`config.mk`:
```
export PLATFORM = sky130hd
export DESIGN_NAME = ccs_top
export DESIGN_NICKNAME = d
export VERILOG_FILES = /design/src/common/ccs_pkg.sv /design/src/ccs_pin_mux.sv /design/src/ccs_top.sv
export SDC_FILE = /design/constraint.sdc
export NUM_CORES = 1
export LEC_CHECK = 0
export BUFFER_PORTS_ARGS = -buffer_cell sky130_fd_sc_hd__buf_2
export CORE_MARGIN = 2
export CORE_UTILIZATION = 55
export CTS_CLUSTER_DIAMETER = 50
export DETAILED_ROUTE_END_ITERATION = 10
export GPL_ROUTABILITY_DRIVEN = 0
export HOLD_SLACK_MARGIN = 0.08
export MAX_ROUTING_LAYER = met4
export PLACE_DENSITY_LB_ADDON = 0.08
export SETUP_SLACK_MARGIN = 0.15
export SLEW_MARGIN = 20
export SYNTH_ARGS = -nofsm -noshare
export SYNTH_HDL_FRONTEND = slang
export SYNTH_HIERARCHICAL = 1
export SYNTH_SLANG_ARGS = --single-unit
```
`constraint.sdc`:
```
create_clock -name aclk -period 5.9 [get_ports aclk]
set_input_delay 1.475 -clock aclk [delete_from_list [all_inputs] [get_ports aclk]]
set_output_delay 1.475 -clock aclk [all_outputs]
set_load 0.03 [all_outputs]
```
`src/common/ccs_pkg.sv`:
```
/*
 Constants, register map and state carriers for the core clock scaling and
 oscillator pin control block.
 Assumes one 200 MHz clock, a synchronous active-low reset and AXI4-Lite access.
*/
// What this block does
// RULE_01: software keeps each new cpu frequency below four times the present one
// RULE_02: software waits at least 5 us between two cpu frequency changes
// RULE_03: range 1 runs 32 kHz-16 MHz at 0 wait states, to 32 MHz at one
// RULE_04: range 2 runs 32 kHz-8 MHz at 0 wait states, to 16 MHz at one
// RULE_05: range 3 runs 32 kHz-2.1 MHz at 0 wait states, to 4.2 MHz at one
// RULE_06: port c pins 14/15 serve the slow crystal only while its enable is set
// RULE_07: slow crystal function overrides gpio configuration of its two pins
// RULE_08: reset clears the slow crystal enable, pins return to gpio
// RULE_09: port h pins 0/1 serve the fast crystal only while its enable is set
// RULE_10: reset clears the fast crystal enable, pins return to gpio
// RULE_11: fast crystal function overrides gpio configuration of its two pins
// RULE_12: raise wait states before a faster clock, lower them after a slower one
package ccs_pkg;

   localparam logic [3:0]  ADDR_CTRL   = 4'h0;
   localparam logic [3:0]  ADDR_FREQ   = 4'h4;
   localparam logic [3:0]  ADDR_STATUS = 4'h8;

   // ctrl fields
   localparam int          CTRL_SLOW_BIT = 0;
   localparam int          CTRL_FAST_BIT = 1;
   localparam int          CTRL_RNG_LO   = 2;
   // status fields
   localparam int          ST_WS_BIT     = 16;
   localparam int          ST_BUSY_BIT   = 17;
   localparam int          ST_READY_BIT  = 18;
   localparam int          ST_ERR_LO     = 24;

   localparam logic [1:0]  RANGE_1 = 2'h1;
   localparam logic [1:0]  RANGE_2 = 2'h2;
   localparam logic [1:0]  RANGE_3 = 2'h3;

   // frequency limits in kHz
   localparam logic [15:0] KHZ_MIN      = 16'h0020;
   localparam logic [15:0] R1_ZERO_MAX  = 16'h3E80;
   localparam logic [15:0] R1_ONE_MAX   = 16'h7D00;
   localparam logic [15:0] R2_ZERO_MAX  = 16'h1F40;
   localparam logic [15:0] R2_ONE_MAX   = 16'h3E80;
   localparam logic [15:0] R3_ZERO_MAX  = 16'h0834;
   localparam logic [15:0] R3_ONE_MAX   = 16'h1068;

   localparam logic [15:0] RST_KHZ      = 16'h0834;
   localparam logic [1:0]  RST_RANGE    = 2'h1;

   localparam int          CLK_MHZ      = 200;
   localparam int          GAP_US       = 5;
   localparam int          GAP_CYCLES   = GAP_US * CLK_MHZ;
   localparam logic [9:0]  GAP_LOAD     = 10'(GAP_CYCLES);

   localparam logic [1:0]  RESP_OKAY    = 2'h0;
   localparam logic [1:0]  RESP_SLVERR  = 2'h2;

   typedef enum logic [3:0] {
      SEQ_IDLE   = 4'h1,
      SEQ_RAISE  = 4'h2,
      SEQ_SWITCH = 4'h4,
      SEQ_SETTLE = 4'h8
   } ccs_seq_t;

   typedef struct packed {
      logic [1:0] pad_out;
      logic [1:0] pad_oe;
      logic [1:0] gpio_in;
      logic       fast_crystal_input;
      logic       osc_mode;
   } ccs_pin_t;

   typedef struct packed {
      logic        aw_got;
      logic        w_got;
      logic [3:0]  aw_addr;
      logic [31:0] wdata;
      logic [3:0]  wstrb;
      logic        awready;
      logic        wready;
      logic        bvalid;
      logic [1:0]  bresp;
      logic        arready;
      logic        rvalid;
      logic [31:0] rdata;
      logic [1:0]  rresp;
      logic        slow_en;
      logic        fast_en;
      logic [1:0]  vrange;
      logic [15:0] cur_khz;
      logic [15:0] tgt_khz;
      logic        wait_state;
      logic        need_ws;
      ccs_seq_t    seq;
      logic [9:0]  gap_cnt;
      logic [2:0]  err;
   } ccs_state_t;

endpackage

```
`src/ccs_pin_mux.sv`:
```
/*
 Hands one pair of oscillator pins between gpio and a crystal oscillator.
 Assumes the pad ring resolves the wire from pad_out and pad_oe.
*/
`timescale 1ns/100ps
module ccs_pin_mux (
   input  wire logic       aclk,
   input  wire logic       aresetn,
   input  wire logic       osc_en,
   input  wire logic [1:0] gpio_out,
   input  wire logic [1:0] gpio_oe,
   input  wire logic [1:0] pad_in,
   input  wire logic       osc_drive,
   output ccs_pkg::ccs_pin_t pins
);

   ccs_pkg::ccs_pin_t r;
   ccs_pkg::ccs_pin_t next_r;

   always_comb begin
      next_r = r;
      if (osc_en) begin
         // oscillator wins regardless of the gpio setup
         next_r.pad_out  = {osc_drive, 1'b0};
         next_r.pad_oe   = 2'b10;
         next_r.gpio_in  = 2'b00;
         next_r.fast_crystal_input   = pad_in[0];
         next_r.osc_mode = 1'b1;
      end else begin
         next_r.pad_out  = gpio_out;
         next_r.pad_oe   = gpio_oe;
         next_r.gpio_in  = pad_in;
         next_r.fast_crystal_input   = 1'b0;
         next_r.osc_mode = 1'b0;
      end
   end

   always_ff @(posedge aclk) begin
      if (!aresetn) begin
         r <= '0;
      end else begin
         r <= next_r;
      end
   end

   assign pins = r;

endmodule

```
`src/ccs_top.sv`:
```
/*
 Core clock scaling and oscillator pin control with an AXI4-Lite register file.
 Assumes aclk at 200 MHz, synchronous active-low aresetn, one bus master.
*/
`timescale 1ns/100ps
module ccs_top (
   input  wire logic        aclk,
   input  wire logic        aresetn,
   input  wire logic [3:0]  s_axi_awaddr,
   input  wire logic        s_axi_awvalid,
   output logic             s_axi_awready,
   input  wire logic [31:0] s_axi_wdata,
   input  wire logic [3:0]  s_axi_wstrb,
   input  wire logic        s_axi_wvalid,
   output logic             s_axi_wready,
   output logic [1:0]       s_axi_bresp,
   output logic             s_axi_bvalid,
   input  wire logic        s_axi_bready,
   input  wire logic [3:0]  s_axi_araddr,
   input  wire logic        s_axi_arvalid,
   output logic             s_axi_arready,
   output logic [31:0]      s_axi_rdata,
   output logic [1:0]       s_axi_rresp,
   output logic             s_axi_rvalid,
   input  wire logic        s_axi_rready,
   output logic [15:0]      core_khz,
   output logic             flash_wait_state,
   input  wire logic [1:0]  port_c_gpio_out,
   input  wire logic [1:0]  port_c_gpio_oe,
   input  wire logic [1:0]  port_c_pad_in,
   input  wire logic        slow_crystal_drive,
   output ccs_pkg::ccs_pin_t port_c_pins,
   input  wire logic [1:0]  port_h_gpio_out,
   input  wire logic [1:0]  port_h_gpio_oe,
   input  wire logic [1:0]  port_h_pad_in,
   input  wire logic        fast_crystal_drive,
   output ccs_pkg::ccs_pin_t port_h_pins
);

   ccs_pkg::ccs_state_t r;
   ccs_pkg::ccs_state_t next_r;

   // bit0 legal, bit1 one wait state needed
   function automatic logic [1:0] ws_of(input logic [1:0] rng, input logic [15:0] khz);
      logic [15:0] zmax;
      logic [15:0] omax;
      zmax = ccs_pkg::R1_ZERO_MAX;
      omax = ccs_pkg::R1_ONE_MAX;
      case (rng)
         ccs_pkg::RANGE_1: begin
            zmax = ccs_pkg::R1_ZERO_MAX; // RULE_03
            omax = ccs_pkg::R1_ONE_MAX;
         end
         ccs_pkg::RANGE_2: begin
            zmax = ccs_pkg::R2_ZERO_MAX; // RULE_04
            omax = ccs_pkg::R2_ONE_MAX;
         end
         ccs_pkg::RANGE_3: begin
            zmax = ccs_pkg::R3_ZERO_MAX; // RULE_05
            omax = ccs_pkg::R3_ONE_MAX;
         end
         default: begin
            zmax = 16'h0000;
            omax = 16'h0000;
         end
      endcase
      ws_of = {khz > zmax, (khz >= ccs_pkg::KHZ_MIN) && (khz <= omax)};
   endfunction

   function automatic logic [31:0] merge(input logic [31:0] old, input logic [31:0] nw,
                                         input logic [3:0] strb);
      logic [31:0] res;
      res = old;
      for (int i = 0; i < 4; i++) begin
         if (strb[i]) begin
            res[i*8 +: 8] = nw[i*8 +: 8];
         end
      end
      merge = res;
   endfunction

   logic        aw_hs;
   logic        w_hs;
   logic        ar_hs;
   logic        aw_have;
   logic        w_have;
   logic [3:0]  waddr;
   logic [31:0] wd;
   logic [3:0]  ws;
   logic [31:0] ctrl_rd;
   logic [31:0] freq_rd;
   logic [31:0] stat_rd;
   logic [31:0] nv;
   logic [1:0]  chk;
   logic [2:0]  err_set;
   logic [2:0]  err_clr;
   logic        gap_done;

   always_comb begin
      next_r  = r;
      aw_hs   = s_axi_awvalid && r.awready;
      w_hs    = s_axi_wvalid && r.wready;
      ar_hs   = s_axi_arvalid && r.arready;
      aw_have = r.aw_got || aw_hs;
      w_have  = r.w_got || w_hs;
      waddr   = r.aw_got ? r.aw_addr : s_axi_awaddr;
      wd      = r.w_got ? r.wdata : s_axi_wdata;
      ws      = r.w_got ? r.wstrb : s_axi_wstrb;
      gap_done = (r.gap_cnt == 10'h000);
      err_set = 3'b000;
      err_clr = 3'b000;
      nv      = 32'h0000_0000;
      chk     = 2'b00;

      ctrl_rd = 32'h0000_0000;
      ctrl_rd[ccs_pkg::CTRL_SLOW_BIT] = r.slow_en;
      ctrl_rd[ccs_pkg::CTRL_FAST_BIT] = r.fast_en;
      ctrl_rd[ccs_pkg::CTRL_RNG_LO +: 2] = r.vrange;
      freq_rd = {16'h0000, r.tgt_khz};
      stat_rd = {5'h00, r.err, 5'h00, gap_done, r.seq != ccs_pkg::SEQ_IDLE, r.wait_state, r.cur_khz};

      if (aw_hs) begin
         next_r.aw_got  = 1'b1;
         next_r.aw_addr = s_axi_awaddr;
      end
      if (w_hs) begin
         next_r.w_got = 1'b1;
         next_r.wdata = s_axi_wdata;
         next_r.wstrb = s_axi_wstrb;
      end

      // sequence runs one step per cycle
      case (r.seq)
         ccs_pkg::SEQ_IDLE: begin
            next_r.seq = ccs_pkg::SEQ_IDLE;
         end
         ccs_pkg::SEQ_RAISE: begin
            next_r.wait_state = r.wait_state | r.need_ws; // RULE_12
            next_r.seq = ccs_pkg::SEQ_SWITCH;
         end
         ccs_pkg::SEQ_SWITCH: begin
            next_r.cur_khz = r.tgt_khz;
            next_r.gap_cnt = ccs_pkg::GAP_LOAD;
            next_r.seq = ccs_pkg::SEQ_SETTLE;
         end
         ccs_pkg::SEQ_SETTLE: begin
            next_r.wait_state = r.need_ws; // RULE_12
            next_r.seq = ccs_pkg::SEQ_IDLE;
         end
         default: begin
            next_r.seq = ccs_pkg::SEQ_IDLE;
         end
      endcase
      if (!gap_done && (r.seq != ccs_pkg::SEQ_SWITCH)) begin
         next_r.gap_cnt = r.gap_cnt - 10'h001;
      end

      if (aw_have && w_have && !r.bvalid) begin
         next_r.aw_got = 1'b0;
         next_r.w_got  = 1'b0;
         next_r.bvalid = 1'b1;
         next_r.bresp  = ccs_pkg::RESP_OKAY;
         case (waddr)
            ccs_pkg::ADDR_CTRL: begin
               nv = merge(ctrl_rd, wd, ws);
               next_r.slow_en = nv[ccs_pkg::CTRL_SLOW_BIT]; // RULE_06
               next_r.fast_en = nv[ccs_pkg::CTRL_FAST_BIT]; // RULE_09
               chk = ws_of(nv[ccs_pkg::CTRL_RNG_LO +: 2], r.cur_khz);
               // range may only change while the running clock fits it
               if (chk[0] && (chk[1] == r.wait_state) && r.seq == ccs_pkg::SEQ_IDLE) begin
                  next_r.vrange = nv[ccs_pkg::CTRL_RNG_LO +: 2];
               end else if (nv[ccs_pkg::CTRL_RNG_LO +: 2] != r.vrange) begin
                  err_set[2] = 1'b1;
               end
            end
            ccs_pkg::ADDR_FREQ: begin
               nv = merge(freq_rd, wd, ws);
               chk = ws_of(r.vrange, nv[15:0]);
               if (r.seq != ccs_pkg::SEQ_IDLE || !gap_done) begin
                  err_set[1] = 1'b1; // RULE_02
               end else if ({2'b00, nv[15:0]} >= {r.cur_khz, 2'b00}) begin
                  err_set[0] = 1'b1; // RULE_01
               end else if (!chk[0]) begin
                  err_set[2] = 1'b1;
               end else begin
                  next_r.tgt_khz = nv[15:0];
                  next_r.need_ws = chk[1];
                  next_r.seq = ccs_pkg::SEQ_RAISE;
               end
            end
            ccs_pkg::ADDR_STATUS: begin
               if (ws[ccs_pkg::ST_ERR_LO / 8]) begin
                  err_clr = wd[ccs_pkg::ST_ERR_LO +: 3];
               end
            end
            default: begin
               next_r.bresp = ccs_pkg::RESP_SLVERR;
            end
         endcase
      end
      if (r.bvalid && s_axi_bready) begin
         next_r.bvalid = 1'b0;
      end
      // a new error outlasts a clear in the same cycle
      next_r.err = (r.err & ~err_clr) | err_set;
      next_r.awready = !next_r.aw_got && !next_r.bvalid;
      next_r.wready  = !next_r.w_got && !next_r.bvalid;

      if (ar_hs) begin
         next_r.rvalid = 1'b1;
         next_r.rresp  = ccs_pkg::RESP_OKAY;
         case (s_axi_araddr)
            ccs_pkg::ADDR_CTRL: begin
               next_r.rdata = ctrl_rd;
            end
            ccs_pkg::ADDR_FREQ: begin
               next_r.rdata = freq_rd;
            end
            ccs_pkg::ADDR_STATUS: begin
               next_r.rdata = stat_rd;
            end
            default: begin
               next_r.rdata = 32'h0000_0000;
               next_r.rresp = ccs_pkg::RESP_SLVERR;
            end
         endcase
      end else if (r.rvalid && s_axi_rready) begin
         next_r.rvalid = 1'b0;
      end
      next_r.arready = !next_r.rvalid;
   end

   always_ff @(posedge aclk) begin
      if (!aresetn) begin
         r            <= '0;
         r.slow_en    <= 1'b0; // RULE_08
         r.fast_en    <= 1'b0; // RULE_10
         r.vrange     <= ccs_pkg::RST_RANGE;
         r.cur_khz    <= ccs_pkg::RST_KHZ;
         r.tgt_khz    <= ccs_pkg::RST_KHZ;
         r.seq        <= ccs_pkg::SEQ_IDLE;
      end else begin
         r <= next_r;
      end
   end

   assign s_axi_awready    = r.awready;
   assign s_axi_wready     = r.wready;
   assign s_axi_bvalid     = r.bvalid;
   assign s_axi_bresp      = r.bresp;
   assign s_axi_arready    = r.arready;
   assign s_axi_rvalid     = r.rvalid;
   assign s_axi_rdata      = r.rdata;
   assign s_axi_rresp      = r.rresp;
   assign core_khz         = r.cur_khz;
   assign flash_wait_state = r.wait_state;

   ccs_pin_mux u_slow_pins (
      .aclk      (aclk),
      .aresetn   (aresetn),
      .osc_en    (r.slow_en), // RULE_07
      .gpio_out  (port_c_gpio_out),
      .gpio_oe   (port_c_gpio_oe),
      .pad_in    (port_c_pad_in),
      .osc_drive (slow_crystal_drive),
      .pins      (port_c_pins)
   );

   ccs_pin_mux u_fast_pins (
      .aclk      (aclk),
      .aresetn   (aresetn),
      .osc_en    (r.fast_en), // RULE_11
      .gpio_out  (port_h_gpio_out),
      .gpio_oe   (port_h_gpio_oe),
      .pad_in    (port_h_pad_in),
      .osc_drive (fast_crystal_drive),
      .pins      (port_h_pins)
   );

endmodule

```
### Word-level counts from Yosys, hierarchy flattened

Index checks and enable logic that the tools add are counted.

| operators by class | value |
|---|---|
| reductions and logical operators | 37 |
| mux-type cells | 59 |
| $add $sub $neg | 1 |
| $mul | 0 |
| div/mod/pow operators | 0 |
| shift operators | 0 |
| bitwise gates (word level) | 7 |
| $lt $le $gt $ge | 7 |
| equality and inequality tests | 19 |

Operator list:

| operator | count |
|---|---|
| $mux 16 | 8 |
| $pmux 15 s3 | 2 |
| $pmux 14 s3 | 2 |
| $pmux 27 s3 | 1 |
| $mux 8 | 8 |
| $mux 4 | 10 |
| $ge 16x6->1 const B | 2 |
| $gt 16x16->1 | 2 |
| $le 16x16->1 | 2 |
| $mux 27 | 1 |
| $mux 10 | 2 |
| $ge 16x18->1 | 1 |
| $mux 3 | 5 |
| $logic_and 1x1->1 | 14 |
| $mux 1 | 13 |
| $eq 4x3->1 const B | 3 |
| $eq 4x4->1 const B | 3 |
| $logic_not 10->1 | 1 |
| $sub 10x1->10 const B | 1 |
| $eq 2x2->1 const B | 4 |
| $logic_not 4->1 | 2 |
| $mux 2 | 4 |
| $pmux 4 s2 | 1 |
| $logic_not 1->1 | 6 |
| 21 further kinds | 32 |

| storage, ports and cells | value |
|---|---|
| memories kept | 0 |
| memory bits (read-only) | 0 |
| latch bits | 0 |
| memory bits (writable) | 0 |
| logic and storage cells | 167 |
| input bits | 65 |
| output and inout port bits | 74 |
| flip-flop bits (word level) | 149 |

### Longest topological paths before layout

Gate-level depths: netlist (run 1).

| logic depth | value |
|---|---|
| word-level depth | 17 |
| mapped depth | 17 |

### Cells and area by module

The synthesis (run 1) kept the hierarchy.

Modules (own cells, without submodules):

| module | cells an instance | area an instance (um^2) | times used |
|---|---|---|---|
| ccs_top | 862 | 6,884.1 | 1 |
| ccs_pin_mux | 18 | 232.7 | 2 |

### Worst setup path before layout (run 1)

No wires, ideal clock.

| path | value |
|---|---|
| path kind | input to register |
| start | input s_axi_wstrb[0] |
| end | register r, in the netlist ctrl_rd[2] |
| arrival | 4,283 ps |
| slack | 1,482 ps |
| stages | 13 |
| library setup time | 135 ps |
| data required time | 5,765 ps |
| cells stage by stage | mux2_4 > buf_2 > o21ai_0 > ha_1 > inv_1 > ha_1 > nand3_1 > a2111oi_0 > a21oi_1 > a21boi_0 > xor2_1 > o31ai_1 > nand3_1 |

| between the ends | value |
|---|---|
| word-level cells in the longest chain between the ends | 13 |

Ends and longest elaborated chain:

| item | RTL line | source |
|---|---|---|
| from (decl) | ccs_top.sv:13 | `input wire logic [3:0] s_axi_wstrb,` |
| $mux 4 * | ccs_top.sv:108 | `ws = r.w_got ? r.wstrb : s_axi_wstrb;` |
| $mux 4 * | ccs_top.sv:75 | `if (strb[i]) begin` |
| $mux 4 * | ccs_top.sv:163 | `case (waddr)` |
| $mux 4 * | ccs_top.sv:158 | `if (aw_have && w_have && !r.bvalid) begin` |
| $eq 2x2->1 or $eq 2x1->1 (tied branches) | ccs_top.sv:49 | `case (rng)` |
| $pmux 14 s3 or $pmux 15 s3 (tied branches) | ccs_top.sv:49 |  |
| $mux 16 | ccs_top.sv:163 |  |
| $mux 16 | ccs_top.sv:158 |  |
| $gt 16x16->1 or $le 16x16->1 (tied branches) | ccs_top.sv:67 | `ws_of = {khz > zmax, (khz >= ccs_pkg::KHZ_MIN) && (khz <= omax)};` |
| $eq 1x1->1 or $logic_and 1x1->1 (tied branches) | ccs_top.sv:170, ccs_top.sv:67 |  |
| $logic_and 1x1->1 (2 in a row) | ccs_top.sv:170 | `if (chk[0] && (chk[1] == r.wait_state) && r.seq == ccs_pkg::SEQ_IDLE) begin` |
| $reduce_and 3->1 (no line) | -- |  |
| to (signal assigned) | ccs_top.sv:243 | `r <= next_r;` |
| to (decl) | ccs_top.sv:40 | `ccs_pkg::ccs_state_t r;` |

Mark *: on every way between the ends. The rest lies on a longest branch, timed or not. The select of a mux whose other input is x is not followed.
A chain may end at the register's enable or synchronous reset.

### Worst setup path in the final report (run 1)

Same ends and word-level chain as after synthesis.

==> flow_summary.ini, run 1 <==
[status]
status = finished clean

[yosys]
yosysSeqAreaShare_pct = 34.9
netlist_top_cells_count = dfxtp_1, nand2_1, a21oi_1, nor2_1, ha_1
ys_ff_latch = 128
synthTopCellsByArea = dfxtp_1, ha_1, a21oi_1, nand2_1, buf_4
synth.top_cell.area_share_pct = 34.9
netlist_area_mm2 = 0.00735
synth_top_cell_by_area = dfxtp_1
async_flop_share_pct = 0
ys_warn_count = 6
synth.distinct_cells = 69
synthCells = 898
synth.avg_cell_area_um2 = 8.18
synth-edff-count = 0
synth_ff_type = dfxtp_1
synth_most_common_cell = dfxtp_1

[worst_hold_path]
holdPathEnd = s_axi_bresp[1]$_SDFFE_PN0P_
holdPathStages = 2
hp-start = s_axi_bresp[1]$_SDFFE_PN0P_
hold_class = reg -> reg

[setup_path]
slowest_stage = o21ai_0
startpoint = s_axi_wstrb[0]
crit_required_ns = 6.17
ff2ff_setup_slack_ns = 1.40
reg2reg_from = r[136]$_SDFF_PN0_
critical_path.max_stage_delay_ns = 0.55
cp_data_arrival_time_ns = 5.03
crit_chain = buf_2 -> mux2_4 -> o21ai_0 -> inv_1 -> ha_1 -> inv_1 -> ha_1 -> nand2_1 -> a2111oi_0 -> a21oi_1 -> a21boi_0 -> xor2_1 -> o31ai_1 -> nand3_1
critPathCaptureType = register
cp_top_family = compound AO/OA/AOI/OAI gates
timing.critical_path.buf_inv = 3
crit_type = in -> reg
crit_path_max_fanout = 14
reg2reg_to = ctrl_rd[2]$_SDFFE_PN1P_
reg2regPathDepth = 15
worstSetupStartpointType = primary input

[timing]
slew_viol_final = 0
slew-limit-headroom_pct = 27.7
rsz0062_at_grt = false
setup_viol_count_final = 0
tightest_slew_ns = 1.08
finalHoldViolations = 0
finalClockSkew_ns = 0.00927
tns_ns = 0
finalCritPeriodShare_pct = 80.7
max_freq_mhz = 210
finalCriticalPeriod_ns = 4.76

[routing]
wl_um = 19400
avgRoutedWirePerCell_um = 17.0
drc = 0
drtIter0Drc = 574
drtPass1Iterations = 5
vias_per_cell = 5.79
antenna_left = 0
vias = 6581

[die]
die-area_mm2 = 0.0143
io_pins = 139
start_util_pct = 55.9
core_mm2 = 0.0131
die_h_um = 120
rows = 42
die_w_um = 120

[finish]
nets = 1076
fillers = 1180
drive_above_1_share_pct = 18.3
antenna_cells = 0
area_growth_pct = 11.8
final_util_pct = 62.6

[clock_tree]
cts_sinks = 128
postCtsSetupBuffers = 0
cts_made_buffers = 17
cts_resized = 0
clk_pin_slew_ns = 0.06
clockRootBuffer = clkbuf_16
tritoncts = done
clk_latency_ns = 0.42
clockBufferDepth = 2
h-tree-depth = 4
ctsHoldBuffers = 0

[global_route]
grt_pass1_wl_um = 31300
grt_max_degree = 56
grt.total_usage_pct = 28.3
first_global_vias = 6246
antenna_found_initial = 0
grt_overflow = 0

[power_and_ir_drop]
p_leak_nw = 3.49
ir_drop_mv = 0.221
power_density_mw_per_mm2 = 293

[job]
maxCapViolCount = 0

[place]
io_buffers = 112
hpwl_um = 14500
-- placed cells by master (no fill, tap or decap), types with 7 or more instances in the layout --
cell type | synthesis | routed
inv_1 | 41 | 40
nor2b_1 | 7 | 7
dfxtp_1 | 128 | 128
xnor2_1 | 8 | 8
o221ai_1 | 7 | 7
mux2_2 | 7 | 7
nand3_1 | 28 | 28
clkbuf_16 | 0 | 17
nand2_1 | 119 | 119
a21o_1 | 7 | 7
a22oi_1 | 17 | 17
o211ai_1 | 8 | 8
ha_1 | 63 | 63
nand4_1 | 13 | 13
mux2i_1 | 13 | 13
and2_1 | 13 | 13
o21ai_0 | 23 | 23
nor3_1 | 11 | 11
nand2b_1 | 8 | 8
a21oi_1 | 99 | 99
conb_1 | 1 | 12
buf_2 | 5 | 112
nor2_1 | 66 | 66
o21ai_1 | 10 | 9
nand3b_1 | 11 | 11
-- flip-flops by register name (all words and copies together) (netlist names), 4 cells and up --
name,count
r,46
s_axi_rdata,22
core_khz,16
freq_rd,16
u_fast_pins/pins,8
u_slow_pins/pins,8
ctrl_rd,4
-- through the flow --
stage | std cells | hold WS, ns | total power (W) | cell area [um^2] | setup WS [ns]
2_1_floorplan | 909 | 0.431 | 0.00128 | 7390 | 1.48
3_3_place_gp | 1105 | 0.438 | 0.00135 | 7620 | 0.874
3_5_place_dp | 1105 | 0.444 | 0.00137 | 7620 | 0.758
4_1_cts | 1137 | 0.452 | 0.00242 | 8220 | 1.19
5_1_grt | 1137 | 0.468 | 0.00253 | 8220 | 0.814
6_report | 1137 | 0.449 | 0.00241 | 8220 | 1.14
-- worst register-to-register path, cell delays in order, from the launching register on --
cell and delay (ns):
dfxtp_1 0.61, buf_4 0.30, mux2i_1 0.52, nand2_1 0.11, o21ai_0 0.27, inv_1 0.20, ha_1 0.25, inv_1 0.15
ha_1 0.19, nand2_1 0.07, a2111oi_0 0.51, a21oi_1 0.12, a21boi_0 0.44, xor2_1 0.19, o31ai_1 0.31, nand3_1 0.11
-- cells by family (layout without fill, tap and decap cells) --
group           count (synthesis)  count (layout)  share of synthesized area, %
compound gates                221             221                          18.9
xor+xnor                       13              13                          1.55
fa+ha+maj                      63              63                          10.7
buf+inv                       137             189                          10.0
flops                         128             128                          34.9
mux                            22              22                          3.25
other cells                     1              12                        0.0510
simple gates                  313             313                          20.6
-- worst max path at each step --
stage          cells after the start                 endpoint  slack, ns
5_1_grt                           14          r[2]$_SDFF_PN0_       0.81
2_1_floorplan                     13  ctrl_rd[2]$_SDFFE_PN1P_       1.48
3_3_place_gp                      13          r[2]$_SDFF_PN0_       0.87
6_report                          14  ctrl_rd[2]$_SDFFE_PN1P_       1.14
4_1_cts                           14  ctrl_rd[2]$_SDFFE_PN1P_       1.19
3_5_place_dp                      14  ctrl_rd[2]$_SDFFE_PN1P_       0.76
-- final cells by class --
cell class	instances	area [um^2]	area share, %
multi-input combinational	644	4100	49.9
sequential	128	2560	31.2
timing repair buffer	116	591	7.19
clock buffer	18	439	5.34
tap	176	220	2.68
inverter	41	154	1.87
clock inverter	14	153	1.86
-- power breakdown --
| part | internal, W | total, W | switching [W] | leakage, nW |
|---|---|---|---|---|
| sequential | 0.000905 | 0.000939 | 0.0000337 | 1.04 |
| combinational | 0.000159 | 0.000420 | 0.000262 | 2.15 |
| clock | 0.000640 | 0.00105 | 0.000412 | 0.292 |
| total | 0.00170 | 0.00241 | 0.000708 | 3.49 |
-- routing by layer --
| metal | wire [um] | up-vias | track usage [%] |
|---|---|---|---|
| met1 | 8830 | 3078 | 37.1 |
| met3 | 1260 | 34 | 4.90 |
| met4 | 469 | 0 | 9.63 |
| li1 | - | 3222 | - |
| met2 | 8820 | 247 | 44.3 |
| met5 | 0 | - | - |
No activity file was read; power rests on OpenSTA's default activity.
==> run 2, diff against run 1 <==
Clock period 5.9 ns to 4.9 ns, I/O delays scaled along.
==> run 2 against run 1 <==
  * Sequential share of layout area is 0.21 points lower
  * Critical path depth is 1 lower
  * Count of clock-buffer cells in the layout unchanged
  * Clock skew up 0.0080 ns
  * Critical endpoint is now freq_rd[2]$_SDFFE_PN1P_
==> flow_summary.ini, run 2 (synthesis gave the netlist of run 1 again) <==
[place]
place_ws_ns = 0.352
post_dp_cell_area_mm2 = 0.00769
hpwl_um = 14600
io_buffers = 112

[setup_path]
worstSetupStartpointType = primary input
crit_required_ns = 5.13
crit_type = in -> reg
critical_path.max_stage_delay_ns = 0.49
slowest_stage = or2b_2
crit_chain = buf_2 -> mux2_4 -> buf_4 -> mux2i_1 -> inv_1 -> ha_1 -> a2111oi_0 -> a2111oi_0 -> o21a_1 -> o22ai_1 -> or2b_2 -> o21ai_0 -> o311ai_0
critPathCaptureType = register
cp_data_arrival_time_ns = 4.42
crit_path_max_fanout = 24
path_common_cell = a2111oi_0

[timing]
max_freq_mhz = 239
layout_setup_ws_ns = 0.713
finalCriticalPeriod_ns = 4.19
finalClockSkew_ns = 0.0173
slew-limit-headroom_pct = 29.5
tns_ns = 0
tightest_slew_ns = 1.06
slew_viol_final = 0
finalHoldViolations = 0
rsz0062_at_grt = false
setup_viol_count_final = 0
finalCritPeriodShare_pct = 85.5

[global_route]
first_global_vias = 5943
grt_overflow = 0
grt_pass1_wl_um = 30700
antenna_found_initial = 0
grt_max_degree = 61
grt.total_usage_pct = 27.7

[die]
io_pins = 139
die_w_um = 120
start_util_pct = 55.9
die_h_um = 120
die-area_mm2 = 0.0143
rows = 42
core_mm2 = 0.0131

[clock_tree]
ctsHoldBuffers = 0
cts_sinks = 128
clk_pin_slew_ns = 0.06
clk_latency_ns = 0.42
clockRootBuffer = clkbuf_16
cts_made_buffers = 17
cts_resized = 0
h-tree-depth = 4
postCtsSetupBuffers = 0
clockBufferDepth = 2
tritoncts = done

[finish]
nets = 1085
largest_reg_flops = 46
drive_above_1_share_pct = 19.0
antenna_cells = 0
final_common_cell = dfxtp_1
final_cell_mix = dfxtp_1, nand2_1, buf_2, a21oi_1, nor2_1
top_register = r
area_growth_pct = 12.6
finalInstanceArea_mm2 = 0.00828

[status]
status = finished clean

[routing]
vias = 6597
wl_um = 19300
drtPass1Iterations = 7
avgRoutedWirePerCell_um = 16.9
drc = 0
antenna_left = 0
drtIter0Drc = 634
vias_per_cell = 5.76

[worst_hold_path]
hold_class = reg -> reg

[power_and_ir_drop]
switchingPower_w = 0.000825
seqPwrFrac_pct = 39.4
p_int_w = 0.00205
p_leak_nw = 3.52
combPwrFrac_pct = 18.0
ir_drop_mv = 0.321
power_density_mw_per_mm2 = 347
clkPwrFrac_pct = 42.6
swShare_pct = 28.7

[job]
maxCapViolCount = 0
[run 2: per-layer routing]
| layer | GRT usage, % | up-vias | routed length [um] |
|---|---|---|---|
| met5 | - | - | 0 |
| met4 | 8.16 | 0 | 423 |
| met3 | 6.51 | 28 | 1410 |
| met2 | 42.4 | 256 | 8720 |
| met1 | 36.7 | 3085 | 8800 |
| li1 | - | 3228 | - |
[run 2: through the flow]
stage,total power (W),std cells,hold slack [ns],util (%)
floorplan,0.00154,909,0.431,-
global placement,0.00164,1114,0.438,58.5
detailed placement,0.00167,1114,0.442,58.5
CTS,0.00288,1145,0.450,63.0
global route,0.00301,1145,0.463,63.0
finish,0.00287,1145,0.447,63.0
[run 2: path summary, 6_finish.rpt]
check | from | to | slack (ns) | cells past startpoint
worst max-delay path | s_axi_wstrb[0] | freq_rd[2]$_SDFFE_PN1P_ | 0.71 | 13
worst min register to register | s_axi_bresp[1]$_SDFFE_PN0P_ | s_axi_bresp[1]$_SDFFE_PN0P_ | 0.45 | 2
worst max register to register | r[136]$_SDFF_PN0_ | freq_rd[2]$_SDFFE_PN1P_ | 0.98 | 12
worst min-delay path | s_axi_bresp[1]$_SDFFE_PN0P_ | s_axi_bresp[1]$_SDFFE_PN0P_ | 0.45 | 2
[run 2: power by group through the flow]
stage / sequential, W / combinational [W] / clock [W]
2_1_floorplan: 0.00116 / 0.000380 / 0
3_3_place_gp: 0.00115 / 0.000489 / 0
3_5_place_dp: 0.00115 / 0.000512 / 0
4_1_cts: 0.00113 / 0.000516 / 0.00123
5_1_grt: 0.00114 / 0.000581 / 0.00130
6_report: 0.00113 / 0.000518 / 0.00122
[run 2: cell type report]
type,count,area [um^2]
clock inverters,13,141
clock buffers,18,439
fillers,1182,4860
inverters,41,154
repair buffers,125,658
flip-flops and latches,128,2560
multi-input cells,644,4100
well taps,176,220
[run 2: critical path, delay by kind of cell]
kind / cells / cell delay, ns
compound gates: 6 / 1.27
fa+ha+maj: 1 / 0.36
buf+inv: 3 / 0.41
mux: 2 / 0.63
simple gates: 1 / 0.49
